--- src/include/slt_params.svh ---
`ifndef SLT_PARAMS_SVH
`define SLT_PARAMS_SVH

// ************************************************************
// register byte offsets
// ************************************************************
`define SLT_OFS_RX_CS 4'h0
`define SLT_OFS_RX_BUF 4'h2
`define SLT_OFS_TX_CS 4'h4
`define SLT_OFS_TX_BUF 4'h6
`define SLT_OFS_RATE 4'h8
`define SLT_OFS_IRQ_STS 4'hA
`define SLT_OFS_IRQ_MASK 4'hC

// ************************************************************
// field positions
// ************************************************************
`define SLT_TX_RDY_BIT 7
`define SLT_TX_IE_BIT 6
`define SLT_LOOP_BIT 2
`define SLT_BRK_BIT 0
`define SLT_RX_DONE_BIT 7
`define SLT_RX_IE_BIT 6
`define SLT_MDM_IE_BIT 5
`define SLT_MDM_CHG_BIT 15
`define SLT_CARRIER_BIT 14
`define SLT_CTS_BIT 13
`define SLT_SEC_BIT 12
`define SLT_RING_BIT 10
`define SLT_EV_RX 0
`define SLT_EV_TX 1
`define SLT_EV_MDM 2

// ************************************************************
// reset values and timing
// ************************************************************
`define SLT_RATE_RST 16'h3535
`define SLT_IRQ_MASK_RST 3'h0
`define SLT_VECTOR_DEF 8'h30
`define SLT_VECTOR_STEP 8'h04
`define SLT_LEVEL_DEF 3'h4
`define SLT_SUB_LAST 4'hF
`define SLT_SUB_MID 4'h7
`define SLT_TX_BIT_LAST 4'h9
`define SLT_RX_BIT_LAST 4'h7

`endif

--- src/include/slt_pkg.sv ---
package slt_pkg;

    // ************************************************************
    // state types
    // ************************************************************
    typedef enum logic [1:0] {
        SLT_TX_IDLE = 2'b01,
        SLT_TX_SEND = 2'b10
    } slt_tx_state_t;

    typedef enum logic [3:0] {
        SLT_RX_IDLE = 4'b0001,
        SLT_RX_START = 4'b0010,
        SLT_RX_DATA = 4'b0100,
        SLT_RX_STOP = 4'b1000
    } slt_rx_state_t;

endpackage : slt_pkg

--- src/design/slt_top.sv ---
// The implementer's own choices: the register offsets and strobed register access.
`timescale 1ns/1ps
`include "slt_params.svh"

module slt_top
    import slt_pkg::*;
#(
    parameter logic [7:0] VECTOR_BASE = `SLT_VECTOR_DEF,
    parameter logic [2:0] REQUEST_LEVEL = `SLT_LEVEL_DEF
) (
    input wire logic mclk,
    input wire logic rst,
    input wire logic [3:0] reg_addr,
    input wire logic [15:0] reg_wdata,
    input wire logic reg_wr,
    input wire logic reg_rd,
    output logic [15:0] reg_rdata,
    input wire logic serial_in,
    output logic serial_out,
    input wire logic carrier_sense,
    input wire logic clear_to_send_in,
    input wire logic secondary_receive_in,
    input wire logic ring_indicate_in,
    input wire logic bus_grant,
    output logic bus_request,
    output logic [2:0] bus_request_level,
    output logic [7:0] vector,
    output logic vector_valid,
    output logic irq
);

    // ************************************************************
    // state
    // ************************************************************
    typedef struct packed {
        logic tx_irq_enable;
        logic loopback_test;
        logic brk;
        logic [7:0] hold;
        logic hold_full;
        slt_tx_state_t tx_state;
        logic [9:0] tx_shift;
        logic [3:0] tx_bitn;
        logic [3:0] tx_sub;
        logic [7:0] tx_cnt;
        logic ser_out;
        logic s1;
        logic s2;
        logic s3;
        logic rx_lvl;
        logic [3:0] m1;
        logic [3:0] m2;
        logic [3:0] m3;
        logic [3:0] mdm;
        slt_rx_state_t rx_state;
        logic [3:0] rx_sub;
        logic [3:0] rx_bitn;
        logic [7:0] rx_sh;
        logic [7:0] rx_buf;
        logic [7:0] rx_cnt;
        logic rx_char_complete;
        logic rx_irq_enable;
        logic modem_irq_enable;
        logic modem_chg;
        logic [7:0] tx_div;
        logic [7:0] rx_div;
        logic [2:0] sts;
        logic [2:0] mask;
        logic irq;
        logic rx_pend;
        logic tx_pend;
        logic bus_req;
        logic [2:0] level;
        logic [7:0] vec;
        logic vec_valid;
        logic [15:0] rdata;
    } slt_state_t;

    slt_state_t st_reg;
    slt_state_t st_next;

    // returns {tick, next count}; tick once per div+1 cycles
    function automatic logic [8:0] slt_tick_step(
        input logic [7:0] cnt,
        input logic [7:0] div
    );
        logic [8:0] r;
        if (cnt >= div) begin
            r = {1'b1, 8'h00};
        end else begin
            r = {1'b0, cnt + 8'h01};
        end
        return r;
    endfunction : slt_tick_step

    // ************************************************************
    // next state
    // ************************************************************
    always_comb begin
        logic tx_tick;
        logic rx_own_tick;
        logic rx_tick;
        logic rx_in;
        logic wr_txcs;
        logic wr_rxcs;
        logic ev_tx;
        logic ev_rx;
        logic ev_mdm;
        logic tx_ie_rise;
        logic rx_ie_rise;
        logic mdm_ie_rise;
        logic [15:0] rd_val;
        st_next = st_reg;
        tx_tick = 1'b0;
        rx_own_tick = 1'b0;
        rx_tick = 1'b0;
        rx_in = 1'b1;
        wr_txcs = reg_wr && (reg_addr == `SLT_OFS_TX_CS);
        wr_rxcs = reg_wr && (reg_addr == `SLT_OFS_RX_CS);
        ev_tx = 1'b0;
        ev_rx = 1'b0;
        ev_mdm = 1'b0;
        tx_ie_rise = 1'b0;
        rx_ie_rise = 1'b0;
        mdm_ie_rise = 1'b0;
        rd_val = 16'h0000;
        st_next.vec_valid = 1'b0;
        st_next.level = REQUEST_LEVEL;

        {tx_tick, st_next.tx_cnt} = slt_tick_step(st_reg.tx_cnt,
                                                  st_reg.tx_div);
        {rx_own_tick, st_next.rx_cnt} = slt_tick_step(st_reg.rx_cnt,
                                                      st_reg.rx_div);
        // loopback clocks the receiver from the transmitter rate
        rx_tick = st_reg.loopback_test ? tx_tick : rx_own_tick;

        // ************************************************************
        // pin synchronisers
        // ************************************************************
        st_next.s1 = serial_in;
        st_next.s2 = st_reg.s1;
        st_next.s3 = st_reg.s2;
        if (st_reg.s2 == st_reg.s3) begin
            st_next.rx_lvl = st_reg.s3;
        end
        st_next.m1 = {carrier_sense, clear_to_send_in,
                      secondary_receive_in, ring_indicate_in};
        st_next.m2 = st_reg.m1;
        st_next.m3 = st_reg.m2;
        for (int i = 0; i < 4; i++) begin
            if (st_reg.m2[i] == st_reg.m3[i]) begin
                st_next.mdm[i] = st_reg.m3[i];
            end
        end
        ev_mdm = |(st_next.mdm ^ st_reg.mdm);

        // ************************************************************
        // register writes and read side effects
        // ************************************************************
        if (wr_txcs) begin
            tx_ie_rise = reg_wdata[`SLT_TX_IE_BIT] &&
                         !st_reg.tx_irq_enable;
            st_next.tx_irq_enable = reg_wdata[`SLT_TX_IE_BIT];
            st_next.loopback_test = reg_wdata[`SLT_LOOP_BIT];
            st_next.brk = reg_wdata[`SLT_BRK_BIT];
        end
        if (wr_rxcs) begin
            rx_ie_rise = reg_wdata[`SLT_RX_IE_BIT] &&
                         !st_reg.rx_irq_enable;
            mdm_ie_rise = reg_wdata[`SLT_MDM_IE_BIT] &&
                          !st_reg.modem_irq_enable;
            st_next.rx_irq_enable = reg_wdata[`SLT_RX_IE_BIT];
            st_next.modem_irq_enable = reg_wdata[`SLT_MDM_IE_BIT];
        end
        if (reg_wr && (reg_addr == `SLT_OFS_RATE)) begin
            st_next.tx_div = reg_wdata[7:0];
            st_next.rx_div = reg_wdata[15:8];
        end
        if (reg_wr && (reg_addr == `SLT_OFS_IRQ_MASK)) begin
            st_next.mask = reg_wdata[2:0];
        end
        if (reg_wr && (reg_addr == `SLT_OFS_IRQ_STS)) begin
            st_next.sts = st_reg.sts & ~reg_wdata[2:0];
        end
        if (reg_rd && (reg_addr == `SLT_OFS_RX_BUF)) begin
            st_next.rx_char_complete = 1'b0;
        end
        if (reg_rd && (reg_addr == `SLT_OFS_RX_CS)) begin
            st_next.modem_chg = 1'b0;
        end

        // ************************************************************
        // transmitter: holding buffer feeding a shifter
        // ************************************************************
        unique case (st_reg.tx_state)
            SLT_TX_IDLE: begin
                if (st_reg.hold_full) begin
                    // shifter takes the character at once
                    st_next.tx_shift = {1'b1, st_reg.hold, 1'b0};
                    st_next.hold_full = 1'b0;
                    st_next.tx_bitn = 4'h0;
                    st_next.tx_sub = 4'h0;
                    st_next.tx_state = SLT_TX_SEND;
                end
            end
            SLT_TX_SEND: begin
                if (tx_tick) begin
                    st_next.tx_sub = st_reg.tx_sub + 4'h1;
                    if (st_reg.tx_sub == `SLT_SUB_LAST) begin
                        st_next.tx_shift = {1'b1, st_reg.tx_shift[9:1]};
                        st_next.tx_bitn = st_reg.tx_bitn + 4'h1;
                        if (st_reg.tx_bitn == `SLT_TX_BIT_LAST) begin
                            st_next.tx_state = SLT_TX_IDLE;
                        end
                    end
                end
            end
            default: begin
                st_next.tx_state = SLT_TX_IDLE;
            end
        endcase
        if (reg_wr && (reg_addr == `SLT_OFS_TX_BUF)) begin
            st_next.hold = reg_wdata[7:0];
            st_next.hold_full = 1'b1;
        end
        // ready is the complement of hold_full
        ev_tx = st_reg.hold_full && !st_next.hold_full;
        st_next.ser_out = !st_next.brk &&
                          ((st_next.tx_state != SLT_TX_SEND) ||
                           st_next.tx_shift[0]);

        // ************************************************************
        // receiver
        // ************************************************************
        rx_in = st_reg.loopback_test ? st_reg.ser_out
                                     : st_reg.rx_lvl;
        unique case (st_reg.rx_state)
            SLT_RX_IDLE: begin
                if (!rx_in) begin
                    st_next.rx_sub = 4'h0;
                    st_next.rx_state = SLT_RX_START;
                end
            end
            SLT_RX_START: begin
                if (rx_tick) begin
                    st_next.rx_sub = st_reg.rx_sub + 4'h1;
                    if (st_reg.rx_sub == `SLT_SUB_MID) begin
                        st_next.rx_sub = 4'h0;
                        st_next.rx_bitn = 4'h0;
                        st_next.rx_state = rx_in ? SLT_RX_IDLE
                                                 : SLT_RX_DATA;
                    end
                end
            end
            SLT_RX_DATA: begin
                if (rx_tick) begin
                    st_next.rx_sub = st_reg.rx_sub + 4'h1;
                    if (st_reg.rx_sub == `SLT_SUB_LAST) begin
                        st_next.rx_sh = {rx_in, st_reg.rx_sh[7:1]};
                        st_next.rx_bitn = st_reg.rx_bitn + 4'h1;
                        if (st_reg.rx_bitn == `SLT_RX_BIT_LAST) begin
                            st_next.rx_state = SLT_RX_STOP;
                        end
                    end
                end
            end
            SLT_RX_STOP: begin
                if (rx_tick) begin
                    st_next.rx_sub = st_reg.rx_sub + 4'h1;
                    if (st_reg.rx_sub == `SLT_SUB_LAST) begin
                        // middle of first stop bit
                        st_next.rx_buf = st_reg.rx_sh;
                        ev_rx = 1'b1;
                        st_next.rx_state = SLT_RX_IDLE;
                    end
                end
            end
            default: begin
                st_next.rx_state = SLT_RX_IDLE;
            end
        endcase
        // hardware sets win over read clears
        if (ev_rx) begin
            st_next.rx_char_complete = 1'b1;
        end
        if (ev_mdm) begin
            st_next.modem_chg = 1'b1;
        end

        // ************************************************************
        // vectored request channels
        // ************************************************************
        if (st_reg.bus_req && bus_grant) begin
            st_next.vec_valid = 1'b1;
            if (st_reg.rx_pend) begin
                st_next.vec = VECTOR_BASE;
                st_next.rx_pend = 1'b0;
            end else begin
                st_next.vec = VECTOR_BASE + `SLT_VECTOR_STEP;
                st_next.tx_pend = 1'b0;
            end
        end
        if (!st_next.tx_irq_enable) begin
            st_next.tx_pend = 1'b0;
        end
        if (!st_next.rx_irq_enable && !st_next.modem_irq_enable) begin
            st_next.rx_pend = 1'b0;
        end
        if ((ev_tx && st_next.tx_irq_enable) ||
            (tx_ie_rise && !st_next.hold_full)) begin
            st_next.tx_pend = 1'b1;
        end
        if ((ev_rx && st_next.rx_irq_enable) ||
            (rx_ie_rise && st_reg.rx_char_complete)) begin
            st_next.rx_pend = 1'b1;
        end
        if ((ev_mdm && st_next.modem_irq_enable) ||
            (mdm_ie_rise && st_reg.modem_chg)) begin
            st_next.rx_pend = 1'b1;
        end
        st_next.bus_req = st_next.rx_pend || st_next.tx_pend;

        // sticky status: set wins over write-one-to-clear
        st_next.sts[`SLT_EV_RX] = st_next.sts[`SLT_EV_RX] || ev_rx;
        st_next.sts[`SLT_EV_TX] = st_next.sts[`SLT_EV_TX] || ev_tx;
        st_next.sts[`SLT_EV_MDM] = st_next.sts[`SLT_EV_MDM] || ev_mdm;
        st_next.irq = |(st_next.sts & st_next.mask);

        // ************************************************************
        // read data, valid in the cycle after the strobe
        // ************************************************************
        if (reg_rd) begin
            unique case (reg_addr)
                `SLT_OFS_RX_CS: begin
                    rd_val[`SLT_MDM_CHG_BIT] = st_reg.modem_chg;
                    rd_val[`SLT_CARRIER_BIT] = st_reg.mdm[3];
                    rd_val[`SLT_CTS_BIT] = st_reg.mdm[2];
                    rd_val[`SLT_SEC_BIT] = st_reg.mdm[1];
                    rd_val[`SLT_RING_BIT] = st_reg.mdm[0];
                    rd_val[`SLT_RX_DONE_BIT] = st_reg.rx_char_complete;
                    rd_val[`SLT_RX_IE_BIT] = st_reg.rx_irq_enable;
                    rd_val[`SLT_MDM_IE_BIT] = st_reg.modem_irq_enable;
                end
                `SLT_OFS_RX_BUF: begin
                    rd_val[7:0] = st_reg.rx_buf;
                end
                `SLT_OFS_TX_CS: begin
                    rd_val[`SLT_TX_RDY_BIT] = !st_reg.hold_full;
                    rd_val[`SLT_TX_IE_BIT] = st_reg.tx_irq_enable;
                    rd_val[`SLT_LOOP_BIT] = st_reg.loopback_test;
                    rd_val[`SLT_BRK_BIT] = st_reg.brk;
                end
                `SLT_OFS_RATE: begin
                    rd_val = {st_reg.rx_div, st_reg.tx_div};
                end
                `SLT_OFS_IRQ_STS: begin
                    rd_val[2:0] = st_reg.sts;
                end
                `SLT_OFS_IRQ_MASK: begin
                    rd_val[2:0] = st_reg.mask;
                end
                default: begin
                    // holding buffer and unmapped offsets read zero
                    rd_val = 16'h0000;
                end
            endcase
        end
        st_next.rdata = rd_val;
    end

    // ************************************************************
    // registers
    // ************************************************************
    always_ff @(posedge mclk) begin
        if (rst) begin
            st_reg <= '0;
            st_reg.tx_state <= SLT_TX_IDLE;
            st_reg.rx_state <= SLT_RX_IDLE;
            st_reg.hold_full <= 1'b0;
            st_reg.ser_out <= 1'b1;
            st_reg.s1 <= 1'b1;
            st_reg.s2 <= 1'b1;
            st_reg.s3 <= 1'b1;
            st_reg.rx_lvl <= 1'b1;
            st_reg.tx_shift <= 10'h3FF;
            {st_reg.rx_div, st_reg.tx_div} <= `SLT_RATE_RST;
            st_reg.mask <= `SLT_IRQ_MASK_RST;
            st_reg.level <= REQUEST_LEVEL;
        end else begin
            st_reg <= st_next;
        end
    end

    assign reg_rdata = st_reg.rdata;
    assign serial_out = st_reg.ser_out;
    assign bus_request = st_reg.bus_req;
    assign bus_request_level = st_reg.level;
    assign vector = st_reg.vec;
    assign vector_valid = st_reg.vec_valid;
    assign irq = st_reg.irq;

endmodule : slt_top

--- config.mk ---
export PLATFORM = sky130hd
export DESIGN_NAME = slt_top
export DESIGN_NICKNAME = d
export VERILOG_FILES = /design/src/include/slt_pkg.sv /design/src/design/slt_top.sv
export VERILOG_INCLUDE_DIRS = /design/src /design/src/include
export SDC_FILE = /design/constraint.sdc
export NUM_CORES = 1
export LEC_CHECK = 0
export ABC_AREA = 0
export CAP_MARGIN = 5
export CORE_ASPECT_RATIO = 0.75
export CORE_MARGIN = 2
export CORE_UTILIZATION = 65
export DETAILED_ROUTE_END_ITERATION = 10
export DONT_BUFFER_PORTS = 1
export PLACE_DENSITY = 0.77
export SYNTH_ARGS = -nofsm -noshare
export SYNTH_HDL_FRONTEND = slang
export SYNTH_SLANG_ARGS = --single-unit
--- constraint.sdc ---
create_clock -name mclk -period 7.6 [get_ports mclk]
set_clock_uncertainty 0.2 [all_clocks]
set_input_delay 0.76 -clock mclk [delete_from_list [all_inputs] [get_ports mclk]]
set_output_delay 0.76 -clock mclk [all_outputs]
set_load 0.02 [all_outputs]
After elaboration in Yosys (flattened, before gate mapping). Index checks and enable logic that the tools add are counted.

Word-level logic and storage cells: 207. Bits of input ports: 30. Register bits after elaboration: 152.

Reduce and logical (&&, ||, !) cells: 56. Equal/unequal tests: 34. Magnitude comparators: 2. Mux-type cells: 60. $add $sub $neg: 6. Bitwise operators: 6.

Operators with widths (number): 20-bit two-way mux (3); 12-bit two-way mux (3); 18-bit one-hot mux with 2 select lines (1); 4-bit one-hot mux with 4 select lines (2); 4-bit equality test, second input constant (7); 1-bit two-way mux (25); 2-bit != test, second input constant (12); 1-bit logical AND (21); 4-bit by 3-bit equality test with 1-bit output, second input constant (5); 9-bit two-way mux (2); 4-bit by 1-bit adder with 4-bit output, second input constant (4); 8-bit by 1-bit adder with 8-bit output, second input constant (2); 8-bit greater-or-equal comparator (2); 16-bit two-way mux (1); 8-bit two-way mux (2); 4-bit one-hot mux with 2 select lines (2); 3-bit two-way mux (5); 4-bit two-way mux (3); 1-bit one-hot mux with 5 select lines (2); 5-bit AND reduction (2); 3-bit AND reduction (3); 4-bit by 2-bit equality test with 1-bit output, second input constant (2); 1-bit logical NOT (8); 1-bit logical OR (8); 22 further kinds (37).

Logic depth before layout (Yosys ltp). Gate-level depths: netlist of run 1.

Depth in word-level cells: 10. Depth in mapped cells: 11. Gate-level depth less buffers: 9.

Worst setup path after synthesis of run 1. Ideal clock, no wire load.

Kind: register to register. Start point: register st_reg[47] (netlist name). End point: register st_reg[84] (netlist name). Clock period less this slack: 2.550 ns. Cell stages (with the launch flop): 11. Arrival time: 2.228 ns. Path buffers: 1. Setup slack: 5.050 ns. Cells stage by stage: dfxtp_1 inv_1 ha_1 nor2b_1 o211a_1 o311ai_4 nand3_4 and4_4 buf_6 and4b_1 a311o_1.

Cells in the longest elaborated chain, start to end: 5. Elaborated cells on any way between the ends: 6. Those cells by class: order compare (1); eq/ne (2); mux (2); reduce/logical (1).

Ends and longest elaborated chain: start, declared (RTL line slt_top.sv:79) `slt_state_t st_reg;`; start signal, assigned (RTL line slt_top.sv:390) `st_reg <= st_next;`; 8-bit greater-or-equal comparator (*) (RTL line slt_top.sv:88) `if (cnt >= div) begin`; 9-bit two-way mux (*) (RTL line slt_top.sv:88); 1-bit two-way mux (*) (RTL line slt_top.sv:135) `rx_tick = st_reg.loopback_test ? tx_tick : rx_own_tick;`; 2-bit != test (no line); 5-bit AND reduction (no line) (*).

Mark *: on every way between the ends. The rest lies on a longest branch, timed or not. A chain may end at the register's enable or synchronous reset.

Final worst setup path of run 1.
Start point: register st_reg[47] (netlist name). End point: register st_reg[128] (netlist name).

Cells in the longest elaborated chain, start to end: 4.

Ends and longest elaborated chain (RTL line): 8-bit greater-or-equal comparator (slt_top.sv:88); 9-bit two-way mux (slt_top.sv:88); 2-bit != test (no line); 4-bit AND reduction (no line).

No other way between the ends.

==> results.py, run 1 <==
metrics = {
    "global_routing": {
        "globalRouteTotalUtil_pct": 27.82,
        "congestion_overflow_gr": 0,
        "first_global_vias": 4881,
        "grt_antenna_before_repair": 0,
        "pin_count_of_the_biggest_net_entering_global_routing": 104,
        "global_route_wire_length_before_repair_um": 24180,
    },
    "pwr": {
        "p_sw_share_pct": 25.56,
        "switch_pwr_w": 0.0004658,
        "power.static_leakage_nw": 2.849,
        "p_per_area_mw_per_mm2": 257.2,
        "vdd.ir_drop.worst_mv": 0.1894,
        "share_seq_of_total_power_pct": 45.3,
        "internal_power_w": 0.001357,
        "power.share.clock_pct": 45.6,
        "power.share.combinational_pct": 9.1,
    },
    "critical_path": {
        "r2r_start": "st_reg[47]",
        "timing.setup.critical_path_class": "flip-flop to flip-flop",
        "worstPathRequired_ns": 7.70,
        "timing.critical_path.cells": "inv_1, ha_1, nor2b_1, o211a_1, o311ai_4, a21oi_1, o21ai_0, or3_1, a21oi_1",
        "regToRegSetupSlack_ns": 4.31,
        "worstSetupStartpoint": "st_reg[47]",
        "critical_path.startpoint_type": "flip-flop",
        "end_kind": "flip-flop",
        "worst_path_most_repeated_cell": "sky130_fd_sc_hd__a21oi_1",
        "worstReg2RegEnd": "st_reg[128]",
        "crit_path_end": "st_reg[128]",
        "critical_path.max_fanout": 11,
        "crit_arrival_ns": 3.39,
        "cpMaxStageDelayCell": "sky130_fd_sc_hd__o21ai_0",
        "cpPeakStageDelay_ns": 1.00,
        "r2r_cell_count": 9,
    },
    "yosys": {
        "register_bit_total_from_synthesis": 146,
        "count_of_unique_library_cells_instantiated_by_yosys": 67,
        "synth_compound_gate_area_share_pct": 15.65,
        "synthMuxAreaShare_pct": 6.249,
        "cell_count_after_synthesis": 752,
        "synth.cell_area_mm2": 0.006628,
        "synthSimpleGateAreaFrac_pct": 20.52,
        "synth-edff-count": 0,
        "synth_flop_cell": "sky130_fd_sc_hd__dfxtp_1",
        "synth_sequential_area_ratio_pct": 44.10,
        "syn_avg_cell_area_um2": 8.813,
        "synth_warnings": 0,
        "synth_top_family_by_area": "simple AND/OR/NAND/NOR gates",
        "synth-adder-area-share_pct": 4.720,
        "async_set_reset_flop_share_out_of_synthesis_pct": 0,
        "synth-xor-area-share_pct": 1.586,
    },
    "sta": {
        "grt_setup_unrepaired": "false",
        "final.period_utilization_pct": 43.23,
        "setup-tns-final_ns": 0,
        "max_clock_freq_mhz": 304.4,
        "report.final.slew_viol_count": 0,
        "finalSetupViolations": 0,
        "hold_violations": 0,
        "timing.slew.headroom_pct": 16.16,
        "finalWorstSetupSlack_ns": 4.315,
        "max_slew.worst_pin.slew_ns": 1.244,
        "fin_worst_hold_slack_ns": 0.2094,
        "layout_min_cycle_time_ns": 3.285,
    },
    "clocking": {
        "htree_levels": 4,
        "cts-root-buf": "sky130_fd_sc_hd__clkbuf_16",
        "clockBufferDepth": 2,
        "cts.sink_count": 146,
        "post_cts_resize_count": 0,
        "cts_post_setup_buffers_inserted": 0,
        "cts_buffers": 17,
        "postCtsHoldBufs": 0,
        "cts.reportedPaths.clkPinSlew_ns": 0.06,
        "tritoncts": "built",
        "clk_latency_ns": 0.42,
    },
    "die": {
        "coreArea_mm2": 0.009774,
        "die_h_um": 91.45,
        "die_w_um": 120.6,
        "io_pins": 61,
        "std_cell_rows": 31,
        "die_area_mm2": 0.01103,
        "floorplan.initialDensity_pct": 67.81,
    },
    "detailed_routing": {
        "totalWireLength_um": 14920,
        "drt-initial-drc-count": 512,
        "detailedRoute.firstPassIterationCount": 5,
        "wl_per_cell_um": 17.26,
        "remaining_drc_errors": 0,
        "post_drt_via_cell_ratio": 6.140,
        "ant_nets": 0,
        "dr_total_vias": 5305,
    },
    "final_layout": {
        "diodes": 0,
        "final_layout_size_suffix_gt1_share_pct": 7.514,
        "final_nets": 774,
        "syn_to_final_growth_pct": 6.929,
        "max_reg_flops": 114,
        "filler_cell_count": 728,
        "final_cell_mix": "sky130_fd_sc_hd__dfxtp_1 (146), sky130_fd_sc_hd__nor2_1 (83), sky130_fd_sc_hd__nand2_1 (65), sky130_fd_sc_hd__a21oi_1 (65), sky130_fd_sc_hd__mux2i_1 (38)",
        "layout_commonest_cell": "sky130_fd_sc_hd__dfxtp_1",
    },
    "placed_design": {
        "io_buffers": 0,
        "pre_cts_slack_ns": 4.399,
        "dp.final_hpwl_um": 10380,
        "place.gp.congestion": 0.9107,
    },
    "worst_hold_path": {
        "number_of_cells_traversed_by_the_worst_hold_path": 1,
        "hold_path_class": "input port to flip-flop",
    },
    "run": {
        "cap_viol_max_count": 0,
    },
    "status": {
        "outcome": "finished, final reports clean",
    },
}
## cells in the mapped netlist, types with 4 or more instances
cell type                    n  area share (%)
sky130_fd_sc_hd__a21o_1      5            0.57
sky130_fd_sc_hd__a21oi_1    65             4.9
sky130_fd_sc_hd__a22o_1      6            0.79
sky130_fd_sc_hd__a22oi_1     9             1.0
sky130_fd_sc_hd__and2_1      5            0.47
sky130_fd_sc_hd__and3_1     10            0.94
sky130_fd_sc_hd__buf_2       8            0.60
sky130_fd_sc_hd__buf_4      27             3.1
sky130_fd_sc_hd__clkbuf_1   23             1.3
sky130_fd_sc_hd__dfxtp_1   146              44
sky130_fd_sc_hd__ha_1       25             4.7
sky130_fd_sc_hd__inv_1      30             1.7
sky130_fd_sc_hd__mux2i_1    38             5.7
sky130_fd_sc_hd__nand2_1    65             3.7
sky130_fd_sc_hd__nand2b_1    4            0.38
sky130_fd_sc_hd__nand3_1    23             1.7
sky130_fd_sc_hd__nand4_1     7            0.66
sky130_fd_sc_hd__nor2_1     83             4.7
sky130_fd_sc_hd__nor2b_1    17             1.6
sky130_fd_sc_hd__nor3_1     15             1.1
sky130_fd_sc_hd__nor4_1      5            0.47
sky130_fd_sc_hd__o211ai_1   18             2.0
sky130_fd_sc_hd__o21ai_0    26             2.0
sky130_fd_sc_hd__o21ai_1     6            0.45
sky130_fd_sc_hd__or2_2       4            0.38
sky130_fd_sc_hd__or3_1       4            0.38
sky130_fd_sc_hd__xnor2_1     5            0.66
sky130_fd_sc_hd__xor2_1      7            0.93
## critical path: cells and delay by family, from the launching register on
family	cells	cell delay (ns)
AO/OA/AOI/OAI	5	1.89
adder cells (fa/ha/maj)	1	0.31
flip-flops	1	0.36
AND/OR/NAND/NOR	2	0.35
buffers and inverters	1	0.06
## layout make-up
cell class	count	area, um^2	area share, %
clock inverter	14	157.7	2.225
clock buffer	18	439.2	6.197
sequential	146	2923	41.24
multi-input combinational	519	3259	45.99
timing repair buffer	3	22.52	0.3178
tap	132	165.2	2.331
inverter	32	120.1	1.695
## metal layers
| metal | up-vias | track usage (%) | routed length, um |
|---|---|---|---|
| met5 | - | 0 | 0 |
| met4 | 0 | 8.236 | 291 |
| met3 | 27 | 7.412 | 1184 |
| met2 | 228 | 42.89 | 6678 |
| met1 | 2511 | 38.25 | 6760 |
| li1 | 2539 | - | - |
## power groups by stage
stage	registers [W]	clock network [W]	logic [W]
after CTS	0.000826	0.000838	0.000164
after detailed placement	0.000843	0	0.000162
final	0.000826	0.000830	0.000166
after global routing	0.000829	0.000873	0.000186
after global placement	0.000840	0	0.000154
after floorplan	0.000834	0	0.000148
## cells by family after synthesis
kind of cell | count (synthesis)
AOI/OAI and AO/OA | 164
xor gates and xnor gates | 12
adders and majority gates | 25
buffers and inverters | 93
DFF | 146
muxes | 41
other | 2
and+or+nand+nor | 269
## stage by stage
step	utilization (%)	std cells	power (W)	area, um^2
after detailed placement	66.40	832	0.001005	6490
final	72.50	864	0.001822	7087
after global placement	66.40	832	0.0009939	6490
after global routing	72.50	864	0.001888	7087
after floorplan	-	758	0.0009815	6650
after CTS	72.50	864	0.001827	7087
## how the worst min path moves through the flow
stage / startpoint / to / slack, ns
6_report: rst / st_reg[44] / 0.21
5_1_grt: rst / st_reg[39] / 0.20
4_1_cts: rst / st_reg[39] / 0.20
3_5_place_dp: st_next[112] / st_next[111] / 0.21
3_3_place_gp: st_next[112] / st_next[111] / 0.19
2_1_floorplan: st_next[112] / st_next[111] / 0.19
(Power assumes the default switching activity.)
==> run 2, diff against run 1 <==
--- a/config.mk
+++ b/config.mk
@@ -6,14 +6,14 @@
 export SDC_FILE = /design/constraint.sdc
 export NUM_CORES = 1
 export LEC_CHECK = 0
-export ABC_AREA = 0
+export ABC_AREA = 1
 export CAP_MARGIN = 5
 export CORE_ASPECT_RATIO = 0.75
 export CORE_MARGIN = 2
-export CORE_UTILIZATION = 65
+export CORE_UTILIZATION = 63
 export DETAILED_ROUTE_END_ITERATION = 10
 export DONT_BUFFER_PORTS = 1
-export PLACE_DENSITY = 0.77
+export PLACE_DENSITY = 0.75
 export SYNTH_ARGS = -nofsm -noshare
 export SYNTH_HDL_FRONTEND = slang
 export SYNTH_SLANG_ARGS = --single-unit
==> constraint.sdc (replaced) <==
create_clock -name mclk -period 3.36 [get_ports mclk]
set_clock_uncertainty 0.2 [all_clocks]
set_input_delay 0.336 -clock mclk [delete_from_list [all_inputs] [get_ports mclk]]
set_output_delay 0.336 -clock mclk [all_outputs]
set_load 0.02 [all_outputs]
==> run 2 against run 1 <==
  * Highest routed layer unchanged
  * Global-route usage increased by 0.91 points
  * First-iteration DRC count decreased by 18%
  * Largest cell class unchanged
  * Maximum frequency increased by 37%
  * Largest power group unchanged
==> results.py, run 2 <==
metrics = {
    "critical_path": {
        "worst_path_most_repeated_cell": "sky130_fd_sc_hd__nor2_1",
        "worstReg2RegEnd": "st_reg[70]",
        "regToRegSetupSlack_ns": 0.96,
        "r2r_cell_count": 13,
        "timing.setup.critical_path_class": "flip-flop to flip-flop",
        "end_kind": "flip-flop",
        "worstPathRequired_ns": 3.46,
        "timing.critical_path.cells": "inv_1, ha_1, nand2_1, nor2_1, nor2_1, nand2_1, nand2_2, nand2_4, inv_2, nand2_2, nand4_2, nor2_1, nor2_1",
        "r2r_start": "st_reg[115]",
        "critical_path.max_fanout": 17,
        "cpPeakStageDelay_ns": 0.40,
        "crit_arrival_ns": 2.51,
        "critical_path.startpoint_type": "flip-flop",
        "cpMaxStageDelayCell": "sky130_fd_sc_hd__dfxtp_1",
    },
    "sta": {
        "max_clock_freq_mhz": 415.9,
        "report.final.slew_viol_count": 0,
        "layout_min_cycle_time_ns": 2.405,
        "finalSetupViolations": 0,
        "grt_setup_unrepaired": "false",
        "finalWorstSetupSlack_ns": 0.9555,
        "setup-tns-final_ns": 0,
        "hold_violations": 0,
        "final.period_utilization_pct": 71.56,
    },
    "yosys": {
        "register_bit_total_from_synthesis": 146,
        "cell_count_after_synthesis": 914,
        "syn_avg_cell_area_um2": 7.329,
        "ys_top_cells_by_area": "sky130_fd_sc_hd__dfxtp_1 (44%), sky130_fd_sc_hd__nand2_1 (11%), sky130_fd_sc_hd__nor2_1 (7.3%), sky130_fd_sc_hd__inv_1 (7.3%), sky130_fd_sc_hd__ha_1 (4.7%)",
        "synth_warnings": 0,
        "most_frequent_cell_after_synthesis": "sky130_fd_sc_hd__nand2_1",
        "synth_flop_cell": "sky130_fd_sc_hd__dfxtp_1",
        "synth.cells.most_frequent": "sky130_fd_sc_hd__nand2_1 (194), sky130_fd_sc_hd__dfxtp_1 (146), sky130_fd_sc_hd__nor2_1 (131)",
        "synth_sequential_area_ratio_pct": 43.63,
        "synth-edff-count": 0,
        "count_of_unique_library_cells_instantiated_by_yosys": 47,
        "async_set_reset_flop_share_out_of_synthesis_pct": 0,
        "synth.cell_area_mm2": 0.006699,
        "synth.largest_area_cell": "sky130_fd_sc_hd__dfxtp_1",
        "yosys.area.top_type_share_pct": 43.63,
    },
    "final_layout": {
        "final_cell_mix": "sky130_fd_sc_hd__nand2_1 (194), sky130_fd_sc_hd__dfxtp_1 (146), sky130_fd_sc_hd__nor2_1 (131), sky130_fd_sc_hd__inv_1 (130), sky130_fd_sc_hd__a21oi_1 (54)",
        "layout_commonest_cell": "sky130_fd_sc_hd__nand2_1",
        "final_layout_size_suffix_gt1_share_pct": 6.767,
        "syn_to_final_growth_pct": 11.34,
        "max_reg_flops": 114,
        "final_nets": 973,
        "filler_cell_count": 793,
        "diodes": 0,
    },
    "pwr": {
        "power.static_leakage_nw": 3.405,
        "internal_power_w": 0.003143,
        "p_sw_share_pct": 25.42,
        "p_per_area_mw_per_mm2": 565.0,
        "vdd.ir_drop.worst_mv": 0.3738,
        "power.share.combinational_pct": 10.4,
        "share_seq_of_total_power_pct": 44.0,
        "power.share.clock_pct": 45.6,
        "switch_pwr_w": 0.001071,
    },
    "detailed_routing": {
        "ant_nets": 0,
        "totalWireLength_um": 15800,
        "detailedRoute.firstPassIterationCount": 5,
        "post_drt_via_cell_ratio": 5.365,
        "dr_total_vias": 5724,
        "drt-initial-drc-count": 421,
        "wl_per_cell_um": 14.80,
        "remaining_drc_errors": 0,
    },
    "clocking": {
        "post_cts_resize_count": 0,
        "cts.reportedPaths.clkPinSlew_ns": 0.06,
        "htree_levels": 4,
        "clockBufferDepth": 2,
        "clk_latency_ns": 0.42,
        "cts.sink_count": 146,
        "postCtsHoldBufs": 24,
        "cts-root-buf": "sky130_fd_sc_hd__clkbuf_16",
        "cts_buffers": 17,
        "tritoncts": "built",
        "cts_post_setup_buffers_inserted": 0,
    },
    "worst_hold_path": {
        "number_of_cells_traversed_by_the_worst_hold_path": 4,
        "timing.hold.worst.start": "reg_wdata[5]",
        "hold_path_class": "input port to flip-flop",
        "min_delay_worst_endpoint": "st_reg[55]",
    },
    "global_routing": {
        "globalRouteTotalUtil_pct": 28.73,
        "global_route_wire_length_before_repair_um": 25680,
        "first_global_vias": 5338,
        "pin_count_of_the_biggest_net_entering_global_routing": 50,
        "grt_antenna_before_repair": 0,
        "congestion_overflow_gr": 0,
    },
    "placed_design": {
        "io_buffers": 0,
        "dp.final_hpwl_um": 10970,
        "pre_cts_slack_ns": 1.013,
        "place.gp.congestion": 0.9755,
    },
    "die": {
        "io_pins": 61,
        "coreArea_mm2": 0.01033,
        "floorplan.initialDensity_pct": 64.85,
        "std_cell_rows": 32,
        "die_h_um": 93.30,
        "die_area_mm2": 0.01148,
        "die_w_um": 123.1,
    },
    "status": {
        "outcome": "finished, final reports clean",
    },
    "run": {
        "cap_viol_max_count": 0,
    },
}
run 2: cell types whose count changed in the layout (fill, tap and decap cells not counted), moves of 8 or more:
cell                            before  now
sky130_fd_sc_hd__dlygate4sd3_1       0   23
sky130_fd_sc_hd__mux2i_1            38    0
sky130_fd_sc_hd__o211ai_1           18   10
sky130_fd_sc_hd__nor2b_1            17    0
sky130_fd_sc_hd__nand2_1            65  194
sky130_fd_sc_hd__o21ai_0            26   38
sky130_fd_sc_hd__a22oi_1             9    0
sky130_fd_sc_hd__a21oi_1            65   54
sky130_fd_sc_hd__and3_1             10    0
sky130_fd_sc_hd__nand3_1            23   38
sky130_fd_sc_hd__nor2_1             83  131
sky130_fd_sc_hd__inv_1              30  130
run 2: worst max-delay path: cells and delay by family (launching register included):
| kind | cells | cell delay, ns |
|---|---|---|
| flip-flops | 1 | 0.40 |
| AND/OR/NAND/NOR | 10 | 1.29 |
| adder cells (fa/ha/maj) | 1 | 0.27 |
| buffers and inverters | 2 | 0.12 |
run 2: layout make-up:
class,instances,area (um^2),share of cell area [%]
multi-input combinational,592,2992,40.11
sequential,146,2923,39.19
inverter,135,506.7,6.794
clock buffer,19,442.9,5.939
timing repair buffer,26,265.3,3.556
tap,136,170.2,2.281
clock inverter,13,158.9,2.131
run 2: power by group through the flow:
stage                     logic [W]  registers, W  clock network (W)
after floorplan            0.000343       0.00187                  0
after global placement     0.000373       0.00188                  0
after detailed placement   0.000393       0.00189                  0
after CTS                  0.000436       0.00185            0.00194
after global routing       0.000502       0.00186            0.00201
final                      0.000438       0.00185            0.00192
run 2: cells by family (layout without fill, tap and decap cells):
group / after synthesis / count (layout) / share of synthesized area [%]
buffers and inverters: 182 / 193 / 12.05
and+or+nand+nor: 411 / 411 / 26.04
other: 2 / 8 / 0.1121
adders and majority gates: 25 / 25 / 4.669
DFF: 146 / 146 / 43.63
AOI/OAI and AO/OA: 136 / 136 / 11.94
xor gates and xnor gates: 12 / 12 / 1.569
run 2: metal layers:
layer	track usage (%)	vias up	wire length (um)
li1	-	2882	-
met1	39.26	2643	7482
met2	45.49	181	7131
met3	5.366	18	997
met4	10.23	0	183
met5	0	-	0
run 2: per-stage QoR:
step / hold WS, ns / cells / area [um^2] / total power, W / utilization, %
6_report: 0.02366 / 1067 / 7458 / 0.004214 / 72.20
2_1_floorplan: 0.1883 / 920 / 6721 / 0.002217 / -
3_5_place_dp: 0.1952 / 1011 / 6606 / 0.002281 / 63.95
3_3_place_gp: 0.1887 / 1011 / 6606 / 0.002258 / 63.95
4_1_cts: 0.01654 / 1067 / 7458 / 0.004224 / 72.20
5_1_grt: 0.03940 / 1067 / 7458 / 0.004370 / 72.20
run 2: worst max-delay path by stage:
| stage | cells after the start | endpoint | slack (ns) | from |
|---|---|---|---|---|
| CTS | 13 | st_reg[70] | 0.99 | st_reg[48] |
| global route | 13 | st_reg[70] | 0.66 | st_reg[115] |
| floorplan | 16 | st_reg[80] | 1.40 | st_reg[49] |
| finish | 13 | st_reg[70] | 0.96 | st_reg[115] |
| detailed placement | 13 | st_reg[70] | 1.01 | st_reg[49] |
| global placement | 13 | st_reg[67] | 1.11 | st_reg[49] |
==> run 3, diff against run 2 <==
==> constraint.sdc (replaced) <==
create_clock -name mclk -period 2.45 [get_ports mclk]
set_clock_uncertainty 0.2 [all_clocks]
set_input_delay 0.245 -clock mclk [delete_from_list [all_inputs] [get_ports mclk]]
set_output_delay 0.245 -clock mclk [all_outputs]
set_load 0.02 [all_outputs]
==> run 3 against run 2 <==
  * Combinational power grew 42%
  * Sequential share of layout area fell by 0.67 points
  * Global-route usage up 0.93 points
  * Final cell count rose by 0.94%
  * Register-to-register slack lost 0.80 ns
  * Die area unchanged
  * Utilization grew 1.3 points
==> results.py, run 3 (same netlist as run 2, synthesis figures left out) <==
metrics = {
    "pwr": {
        "power.static_leakage_nw": 3.459,
        "vdd.ir_drop.worst_mv": 0.5394,
        "p_per_area_mw_per_mm2": 762.5,
    },
    "critical_path": {
        "critical_path.max_fanout": 8,
        "crit_arrival_ns": 2.41,
        "timing.setup.critical_path_class": "flip-flop to flip-flop",
        "worstPathRequired_ns": 2.56,
        "critical_path.startpoint_type": "flip-flop",
        "end_kind": "flip-flop",
    },
    "clocking": {
        "cts.reportedPaths.clkPinSlew_ns": 0.06,
        "tritoncts": "built",
        "clk_latency_ns": 0.42,
        "clockBufferDepth": 2,
        "cts_buffers": 17,
        "cts.sink_count": 146,
        "cts-root-buf": "sky130_fd_sc_hd__clkbuf_16",
        "htree_levels": 4,
    },
    "placed_design": {
        "place.gp.congestion": 0.8886,
        "io_buffers": 0,
        "dp.final_hpwl_um": 10800,
        "dp.cells": 1013,
        "pre_cts_slack_ns": 0.1669,
        "placed_area_mm2": 0.006621,
    },
    "final_layout": {
        "final_nets": 985,
        "stdcell_count": 1077,
        "final_cell_mix": "sky130_fd_sc_hd__nand2_1 (194), sky130_fd_sc_hd__dfxtp_1 (145), sky130_fd_sc_hd__nor2_1 (131), sky130_fd_sc_hd__inv_1 (130), sky130_fd_sc_hd__a21oi_1 (54)",
        "postLayoutCellArea_mm2": 0.007592,
        "max_reg_flops": 114,
        "filler_cell_count": 753,
        "final_layout_size_suffix_gt1_share_pct": 7.021,
        "syn_to_final_growth_pct": 13.34,
        "layout_commonest_cell": "sky130_fd_sc_hd__nand2_1",
    },
    "detailed_routing": {
        "remaining_drc_errors": 0,
        "detailedRoute.firstPassIterationCount": 5,
        "ant_nets": 0,
        "post_drt_via_cell_ratio": 5.471,
        "drt-initial-drc-count": 527,
        "totalWireLength_um": 16470,
        "dr_total_vias": 5892,
        "wl_per_cell_um": 15.29,
    },
    "status": {
        "outcome": "finished, final reports clean",
    },
    "die": {
        "floorplan.initialDensity_pct": 64.85,
        "die_area_mm2": 0.01148,
        "io_pins": 61,
        "coreArea_mm2": 0.01033,
        "std_cell_rows": 32,
        "die_h_um": 93.30,
        "die_w_um": 123.1,
    },
    "global_routing": {
        "congestion_overflow_gr": 0,
        "globalRouteTotalUtil_pct": 29.66,
        "grt_antenna_before_repair": 1,
        "first_global_vias": 5466,
        "pin_count_of_the_biggest_net_entering_global_routing": 51,
        "global_route_wire_length_before_repair_um": 26350,
    },
    "sta": {
        "max_slew.worst_pin.slew_ns": 0.9367,
        "finalSetupViolations": 0,
        "report.final.slew_viol_count": 0,
        "max_clock_freq_mhz": 436.2,
        "final.period_utilization_pct": 93.58,
        "hold_violations": 0,
        "timing.slew.headroom_pct": 37.17,
        "layout_min_cycle_time_ns": 2.293,
        "finalWorstSetupSlack_ns": 0.1574,
    },
    "run": {
        "cap_viol_max_count": 0,
    },
    "worst_hold_path": {
        "hold_path_class": "input port to flip-flop",
    },
}
run 3: worst paths after layout:
check             cells after the start  slack, ns         start      endpoint
setup reg to reg                     12       0.16    st_reg[43]    st_reg[87]
hold reg to reg                       2       0.21  st_next[104]  st_next[100]
hold / removal                        4       0.03   reg_addr[3]  reg_rdata[0]
setup / recovery                     12       0.16    st_reg[43]    st_reg[87]
run 3: metal layers:
layer	vias to the layer above	GRT usage, %	share of wire (%)
met5	-	0	0
met1	2741	37.41	45
met4	0	10.04	1.9
met3	30	7.744	7.2
li1	2908	-	-
met2	213	49.26	46
run 3: critical path: stages (launching register included):
cell,delay (ns)
sky130_fd_sc_hd__dfxtp_1,0.30
sky130_fd_sc_hd__inv_1,0.06
sky130_fd_sc_hd__ha_1,0.31
sky130_fd_sc_hd__a21oi_1,0.16
sky130_fd_sc_hd__nor2_1,0.05
sky130_fd_sc_hd__nor3_1,0.25
sky130_fd_sc_hd__nand3_2,0.20
sky130_fd_sc_hd__nand2_1,0.19
sky130_fd_sc_hd__nand2_2,0.11
sky130_fd_sc_hd__nand2_2,0.15
sky130_fd_sc_hd__nand2_1,0.07
sky130_fd_sc_hd__nand2_1,0.06
sky130_fd_sc_hd__nor2_1,0.07
run 3: area by class of cell:
| cell class | instances | area (um^2) | area share [%] |
|---|---|---|---|
| diodes | 1 | 2.502 | 0.03296 |
| clock buffers | 19 | 452.9 | 5.966 |
| clock inverters | 10 | 135.1 | 1.780 |
| inverters | 135 | 506.7 | 6.674 |
| multi-input cells | 592 | 3010 | 39.65 |
| flip-flops and latches | 146 | 2924 | 38.51 |
| well taps | 136 | 170.2 | 2.241 |
| repair buffers | 38 | 390.4 | 5.142 |
run 3: what timing repair did:
| action | in CTS | in global routing |
|---|---|---|
| endpoints found under the hold margin | 83 | 0 |
| buffers inserted | 0 | 1 |
| endpoints found under the setup margin | 0 | 34 |
| hold buffers | 33 | 0 |
| resized for setup | 0 | 4 |
run 3: metrics by stage:
step / setup TNS (ns) / util [%] / hold slack, ns / total power [W]
2_1_floorplan: 0 / - / 0.1488 / 0.003040
3_3_place_gp: 0 / 64.10 / 0.1192 / 0.003097
3_5_place_dp: 0 / 64.10 / 0.1237 / 0.003123
4_1_cts: 0 / 73.09 / 0.01576 / 0.005784
5_1_grt: -0.005918 / 73.50 / 0.03756 / 0.005996
6_report: 0 / 73.50 / 0.02723 / 0.005789
run 3: report_power, final:
part	total (W)	switching (W)	internal (W)
combinational	0.000620	0.000400	0.000221
clock	0.00263	0.000995	0.00163
sequential	0.00254	0.0000651	0.00247
total	0.00579	0.00146	0.00433
